## config.mk

```make
export PLATFORM = sky130hd
export DESIGN_NAME = qdr_host
export DESIGN_NICKNAME = d
export VERILOG_FILES = /design/src/pkg/qdr_pkg.sv /design/src/hw/qdr_host.sv
export SDC_FILE = /design/constraint.sdc
export NUM_CORES = 1
export LEC_CHECK = 0
export BUFFER_PORTS_ARGS = -buffer_cell sky130_fd_sc_hd__buf_4
export CAP_MARGIN = 10
export CORE_MARGIN = 2
export CORE_UTILIZATION = 50
export CTS_BUF_LIST = sky130_fd_sc_hd__clkbuf_8 sky130_fd_sc_hd__clkbuf_16
export DETAILED_ROUTE_END_ITERATION = 8
export PLACE_DENSITY = 0.87
export SLEW_MARGIN = 5
export SYNTH_ARGS = -nofsm -noshare
export SYNTH_HDL_FRONTEND = slang
export SYNTH_SLANG_ARGS = --single-unit
```

## constraint.sdc

```tcl
create_clock -name i_clk -period 2.2 [get_ports i_clk]
set_input_delay 0 -clock i_clk [delete_from_list [all_inputs] [get_ports i_clk]]
set_output_delay 0 -clock i_clk [all_outputs]
set_load 0.01 [all_outputs]
```

## src/pkg/qdr_pkg.sv

```systemverilog
// Constants and types shared by the quad converter readback and reset host controller.
package qdr_pkg;
    localparam int DATA_W       = 12;
    localparam int CLK_PERIOD_NS = 8;
    // Data valid after read strobe, full temperature range.
    localparam int T_DV_NS      = 180;
    // Data float after read strobe release, full temperature range.
    localparam int T_DF_NS      = 75;
    // Reset pulse width, full temperature range.
    localparam int T_RW_NS      = 100;
    // Least times round up to whole cycles.
    localparam int DV_CYC = (T_DV_NS + CLK_PERIOD_NS - 1) / CLK_PERIOD_NS;
    localparam int DF_CYC = (T_DF_NS + CLK_PERIOD_NS - 1) / CLK_PERIOD_NS;
    localparam int RW_CYC = (T_RW_NS + CLK_PERIOD_NS - 1) / CLK_PERIOD_NS;
    localparam int CNT_W  = 6;
    // Slice select codes, active low: bit0 low nibble, bit1 mid nibble, bit2 high nibble.
    localparam logic [2:0] SLICE_ALL  = 3'h0;
    localparam logic [2:0] SLICE_NONE = 3'h7;
    localparam logic [2:0] SLICE_MODE = 3'h4;
    typedef enum logic [1:0] {
        QDR_IDLE,
        QDR_READ,
        QDR_FLOAT,
        QDR_RESET
    } qdr_state_t;
endpackage

```

## src/hw/qdr_host.sv

```systemverilog
// Host controller that reads back codes and mode word and pulses the converter reset.
`timescale 1ns/1ps
`default_nettype none
module qdr_host (
    // Clock and reset.
    input  wire logic                     i_clk,
    input  wire logic                     i_reset_n,
    // User request side.
    input  wire logic                     i_rd_code,
    input  wire logic                     i_rd_mode,
    input  wire logic                     i_do_reset,
    input  wire logic [1:0]               i_channel,
    input  wire logic [2:0]               i_slice_n,
    output logic                          o_busy,
    output logic                          o_done,
    output logic [qdr_pkg::DATA_W-1:0]    o_rdata,
    // Device pins.
    input  wire logic [qdr_pkg::DATA_W-1:0] i_dev_data,
    output logic                          o_channel_select_0,
    output logic                          o_channel_select_1,
    output logic                          o_slice_select_0_n,
    output logic                          o_slice_select_1_n,
    output logic                          o_slice_select_2_n,
    output logic                          o_mode_word_strobe_n,
    output logic                          o_pass_through_strobe_n,
    output logic                          o_read_n,
    output logic                          o_chip_select_n,
    output logic                          o_dev_reset_n
);
    import qdr_pkg::*;

    // Timing budget of one access, in clock cycles of the host clock.
    // A read holds the read strobe and chip select low for the whole data
    // valid time, rounded up to whole cycles, and samples the data port at
    // the last edge of that window. The device needs no address set-up or
    // hold time, so the selects are set in the same cycle the strobes fall.
    // After the strobes rise the controller waits the data float time before
    // it reports done, so that a following access can never see the device
    // still driving the port from the previous read.
    // A reset pulse is held for the full-temperature minimum width, rounded
    // up, which leaves a few nanoseconds of margin at this clock rate.
    // The same pulse is issued after our own reset, so the device leaves
    // power-up from a known state rather than a stray read or write
    // condition. Its end is reported through done like any other operation,
    // which tells the user when the port may first be used.
    // Limitation: requests that arrive while busy are dropped without notice;
    // the user must watch busy or done before asking again.
    // Trade-off: the fixed counts assume the worst case over temperature,
    // which costs a few cycles per access at room temperature but needs no
    // calibration and no knowledge of the part grade.

    // True when a wait counter has run out; shared by every timed state.
    function automatic logic cnt_expired(input logic [CNT_W-1:0] cnt);
        return (cnt == '0);
    endfunction

    // One step down of a wait counter; callers only step a non-zero count.
    function automatic logic [CNT_W-1:0] cnt_step(input logic [CNT_W-1:0] cnt);
        return cnt - 1'b1;
    endfunction

    typedef struct packed {
        qdr_state_t          st;
        logic [CNT_W-1:0]    cnt;
        logic                busy;
        logic                done;
        logic [DATA_W-1:0]   rdata;
        logic [1:0]          chan;
        logic [2:0]          slice_n;
        logic                mode_n;
        logic                rd_n;
        logic                cs_n;
        logic                rst_n;
    } qdr_regs_t;

    qdr_regs_t r_q;
    qdr_regs_t r_d;

    // Next-state logic; one request at a time, reset has priority over reads.
    always_comb begin
        r_d      = r_q;
        r_d.done = 1'b0;
        case (r_q.st)
            QDR_IDLE: begin
                if (i_do_reset) begin
                    r_d.st    = QDR_RESET;
                    r_d.rst_n = 1'b0;
                    r_d.cnt   = CNT_W'(RW_CYC - 1);
                    r_d.busy  = 1'b1;
                end else if (i_rd_mode) begin
                    r_d.st      = QDR_READ;
                    r_d.mode_n  = 1'b0;
                    r_d.slice_n = SLICE_MODE;
                    r_d.rd_n    = 1'b0;
                    r_d.cs_n    = 1'b0;
                    r_d.cnt     = CNT_W'(DV_CYC - 1);
                    r_d.busy    = 1'b1;
                end else if (i_rd_code) begin
                    r_d.st      = QDR_READ;
                    r_d.chan    = i_channel;
                    r_d.slice_n = i_slice_n;
                    r_d.rd_n    = 1'b0;
                    r_d.cs_n    = 1'b0;
                    r_d.cnt     = CNT_W'(DV_CYC - 1);
                    r_d.busy    = 1'b1;
                end
            end
            QDR_READ: begin
                // Wait the data valid time before sampling the port.
                // Sampling earlier would capture a half-settled word.
                if (cnt_expired(r_q.cnt)) begin
                    r_d.rdata   = i_dev_data;
                    r_d.rd_n    = 1'b1;
                    r_d.cs_n    = 1'b1;
                    r_d.cnt     = CNT_W'(DF_CYC - 1);
                    r_d.st      = QDR_FLOAT;
                end else begin
                    r_d.cnt = cnt_step(r_q.cnt);
                end
            end
            QDR_FLOAT: begin
                // Hold off the next access until the device has released the bus.
                // The selects stay put meanwhile so the device sees no new address.
                if (cnt_expired(r_q.cnt)) begin
                    r_d.mode_n  = 1'b1;
                    r_d.slice_n = SLICE_NONE;
                    r_d.busy    = 1'b0;
                    r_d.done    = 1'b1;
                    r_d.st      = QDR_IDLE;
                end else begin
                    r_d.cnt = cnt_step(r_q.cnt);
                end
            end
            QDR_RESET: begin
                // Both user pulses and the power-up pulse end here.
                // Release only after the full width has been counted.
                if (cnt_expired(r_q.cnt)) begin
                    r_d.rst_n = 1'b1;
                    r_d.busy  = 1'b0;
                    r_d.done  = 1'b1;
                    r_d.st    = QDR_IDLE;
                end else begin
                    r_d.cnt = cnt_step(r_q.cnt);
                end
            end
            default: r_d.st = QDR_IDLE;
        endcase
    end

    // State register; the device reset is held low while our own reset is active,
    // which gives it a power-on reset.
    always_ff @(posedge i_clk or negedge i_reset_n) begin
        if (!i_reset_n) begin
            r_q         <= '0;
            r_q.st      <= QDR_IDLE;
            r_q.slice_n <= SLICE_NONE;
            r_q.mode_n  <= 1'b1;
            r_q.rd_n    <= 1'b1;
            r_q.cs_n    <= 1'b1;
            r_q.rst_n   <= 1'b0;
            // Leave our reset through a counted device pulse, so the device
            // reset is released again even if no user pulse is ever asked for.
            r_q.st      <= QDR_RESET;
            r_q.cnt     <= CNT_W'(RW_CYC - 1);
            r_q.busy    <= 1'b1;
        end else begin
            r_q <= r_d;
        end
    end

    // Pin and status outputs straight from flip-flops, except the pass-through strobe, which is tied high.
    assign o_busy                  = r_q.busy;
    assign o_done                  = r_q.done;
    assign o_rdata                 = r_q.rdata;
    assign o_channel_select_0      = r_q.chan[0];
    assign o_channel_select_1      = r_q.chan[1];
    assign o_slice_select_0_n      = r_q.slice_n[0];
    assign o_slice_select_1_n      = r_q.slice_n[1];
    assign o_slice_select_2_n      = r_q.slice_n[2];
    assign o_mode_word_strobe_n    = r_q.mode_n;
    assign o_pass_through_strobe_n = 1'b1;
    assign o_read_n                = r_q.rd_n;
    assign o_chip_select_n         = r_q.cs_n;
    assign o_dev_reset_n           = r_q.rst_n;
endmodule
`default_nettype wire

```

==> results.rst <==
.. list-table::
   :header-rows: 1

   * - Metric
     - Value
   * - CTS tree
     - yes
   * - Post-CTS setup buffer count
     - 0
   * - Maximum fanout along the worst path
     - 6
   * - Commonest register cell after synthesis
     - dfrtp_1
   * - Violated checks
     - design-rule violations
   * - Combined area of all synthesized cells
     - 0.00149 mm^2
   * - Antenna violations before repair
     - 0
   * - Accumulated negative setup slack
     - 0 ns
   * - Unique cell type count in the Yosys netlist
     - 35
   * - Clock Pin Slew Worst Setup and Hold Paths
     - 0.07 ns
   * - Cts bufs inserted
     - 5
   * - Synth Register Bits
     - 30
   * - Cell types with the largest area share after synthesis
     - dfrtp_1 34%, dfstp_2 18%, mux2_2 13%
   * - Die boundary height
     - 58.6 um
   * - Number of nets produced by synthesis
     - 158
   * - Initial core utilization
     - between 50% and 60%
   * - Grt total ovfl
     - 0
   * - Post-route DRC
     - 6
   * - Number of max-capacitance violations reported
     - 0
   * - Total wire length after detailed routing
     - 3250 um
   * - Global placer's final weighted congestion
     - between 0.9 and 1
   * - Detail Placement HPWL
     - 2140 um
   * - Router iterations before antenna repair
     - 6
   * - Final nets
     - between 200 and 250
   * - Number of placed I/O pins
     - 46
   * - Area fraction of the dominant cell type after synthesis
     - 33.5%
   * - Unrepaired setup endpoints after global routing
     - no
   * - Maximum clock path buffer count
     - 2
   * - Leakage component of the power
     - approximately 0.94 nW
   * - Die area
     - 0.00344 mm^2
   * - Result of the run
     - complete, but fails checks
   * - Minimum clock period
     - slightly below 2 ns
   * - Violation count after the first detailed-routing iteration
     - 50
   * - Count of flip-flops with a built-in enable after synthesis
     - 0
   * - Routed vias
     - 1,209
   * - Total clock sinks
     - 30
   * - Aggregate global-route resource usage
     - 20.5%
   * - Detail-routed net length per standard cell
     - 14.8 um
   * - Instance area after placement
     - 0.00175 mm^2
   * - Core Area
     - 0.00281 mm^2
   * - Number of resized instances in the post-cts repair step
     - 0
   * - Number of vias per cell
     - 5.50
   * - Layout overhead on the synthesized area
     - 36.6%
   * - Number of buffers inserted by port buffering
     - 44
   * - Final number of max-transition violations
     - 0
   * - Final setup violation count
     - 0
   * - Clock latency at the later pin of the worst-skew pair
     - 0.28 ns
   * - Fin crit share
     - 89.5%
   * - Pin count of the biggest net entering global routing
     - 31
   * - Wire length of the first global-routing pass
     - ~5200 um
   * - Post-layout util
     - 72.7%
   * - Fraction of final layout cells with drive strength greater than 1
     - between 40% and 50%
   * - Final Power
     - 0.00265 W
   * - Cts-stage hold buffer count
     - 18
   * - Number of instances in the synthesized netlist
     - roughly 140
   * - Worst VDD drop
     - 911 uV
   * - CP required
     - 2.36 ns
   * - Floorplan die width
     - 58.6 um
   * - Average instance area after synthesis
     - 11.1 um^2
   * - Share of synthesized registers carrying an async set or reset
     - 100%
   * - Final Cell Area
     - 0.00204 mm^2
   * - Element type at the critical path start
     - flop
   * - Classification of the worst-slack hold path
     - primary input to flop
   * - Data arrival time of the critical path
     - 2.13 ns
   * - Via count of the first global-routing pass
     - 1,173
   * - CTS H-tree depth
     - 2
   * - Cell accounting for the most synthesized area
     - dfrtp_1
   * - Nature of the critical path endpoint
     - flop
   * - Highest attainable clock frequency
     - 508 MHz
   * - Pwr dens
     - 1300 mW/mm^2
   * - Syn. warnings
     - 0
   * - Setup clock skew after layout
     - 0.00839 ns
   * - Remaining antenna violation count after routing
     - 0
   * - Sequential element share of the synthesized area
     - 51.1%
   * - Core Rows
     - 19
   * - Type of the setup path with the least slack
     - flop to flop
   * - Clock root buffer
     - clkbuf_8
   * - Total count of hold-check failures in the final report
     - 0
   * - Diodes inserted
     - 0
## area by class of cell
cell class                 instances  area (um^2)
sequential                        30          763
fill                             198          766
multi-input combinational         81          584
clock buffer                       5         68.8
timing repair buffer              63          518
inverter                           7         26.3
clock inverter                     3         40.0
tap                               31         38.8
## stage by stage
stage,setup slack (ns),hold WS [ns],cells
2_1_floorplan,0.475,-0.296,135
3_3_place_gp,0.364,-0.0655,194
3_5_place_dp,0.263,-0.0531,194
4_1_cts,0.241,0.00809,220
5_1_grt,0.0607,0.0195,220
6_report,0.231,0.0222,220
## power breakdown
| group | internal [W] | switching (W) |
|---|---|---|
| clock network | 0.000332 | 0.000197 |
| registers | 0.000866 | 0.000252 |
| logic | 0.000573 | 0.000434 |
| total | 0.00177 | 0.000882 |
## worst max-delay path, cell delays in order (launching register included)
cell and delay, ns:
dfrtp_1 0.41, inv_1 0.09, ha_1 0.23, nor3b_4 0.27, nand3_1 0.24, inv_1 0.22
a21oi_1 0.11, a32o_1 0.29
## final timing paths
check / from / end / slack [ns] / cells past startpoint
hold reg to reg: o_busy / o_busy / 0.47 / 2
setup / recovery: r_q[23] / r_q[28] / 0.23 / 7
hold / removal: i_rd_mode / r_q[29] / 0.02 / 3
max in group asynchronous: i_reset_n / o_mode_word_strobe_n / 1.71 / 2
min in group asynchronous: i_reset_n / o_dev_reset_n / 0.18 / 2
setup reg to reg: r_q[23] / r_q[28] / 0.23 / 7
## Yosys cell counts (2+ instances only)
cell	count
o21ai_0	8
nand3_1	2
buf_2	2
inv_1	7
nor3_1	3
mux2_2	17
a21oi_1	7
dfstp_2	10
a22o_1	2
o31ai_1	2
nor2_1	8
dfrtp_1	20
nand2_1	11
buf_4	14
nand2b_1	2
## layout by cell type (no fill, tap or decap), types with 2 or more instances in the layout
cell and n:
a21oi_1 7, nand3_1 2, dlygate4sd3_1 18, buf_4 45, nor2_1 8, clkbuf_8 5
o31ai_1 2, nand2b_1 2, a22o_1 2, o21ai_0 8, nor3_1 3, mux2_2 17
dfrtp_1 20, dfstp_2 10, nand2_1 11, inv_1 7, clkinv_2 2
## sequential cells by signal, indices dropped and copies added, names as in the netlist
signal and cells:
o_dev_reset_n 1, o_slice_select_2_n 1, o_slice_select_1_n 1, o_channel_select_1 1, o_busy 1, o_slice_select_0_n 1
r_q 8, o_done 1, o_channel_select_0 1, o_mode_word_strobe_n 1, o_rdata 12, o_read_n 1
## kinds of logic (layout without fill, tap and decap cells)
logic type,Yosys count,in the layout,share of synthesized area (%)
muxes,17,17,12.8
buffers and inverters,24,78,9.72
adders and majority gates,1,1,0.838
AOI/OAI and AO/OA,28,28,13.0
DFF,30,30,51.1
and+or+nand+nor,34,34,12.2
other,1,1,0.251
## per-layer routing
layer  vias to the layer above  global-route usage [%]  wire length, um
met4                         0                    8.12               29
met2                        66                    37.6             1690
met3                         3                    5.49              302
li1                        565                       -                -
met1                       575                    22.5             1220
met5                         -                       0                0
Power figures use the tool's default switching activity.
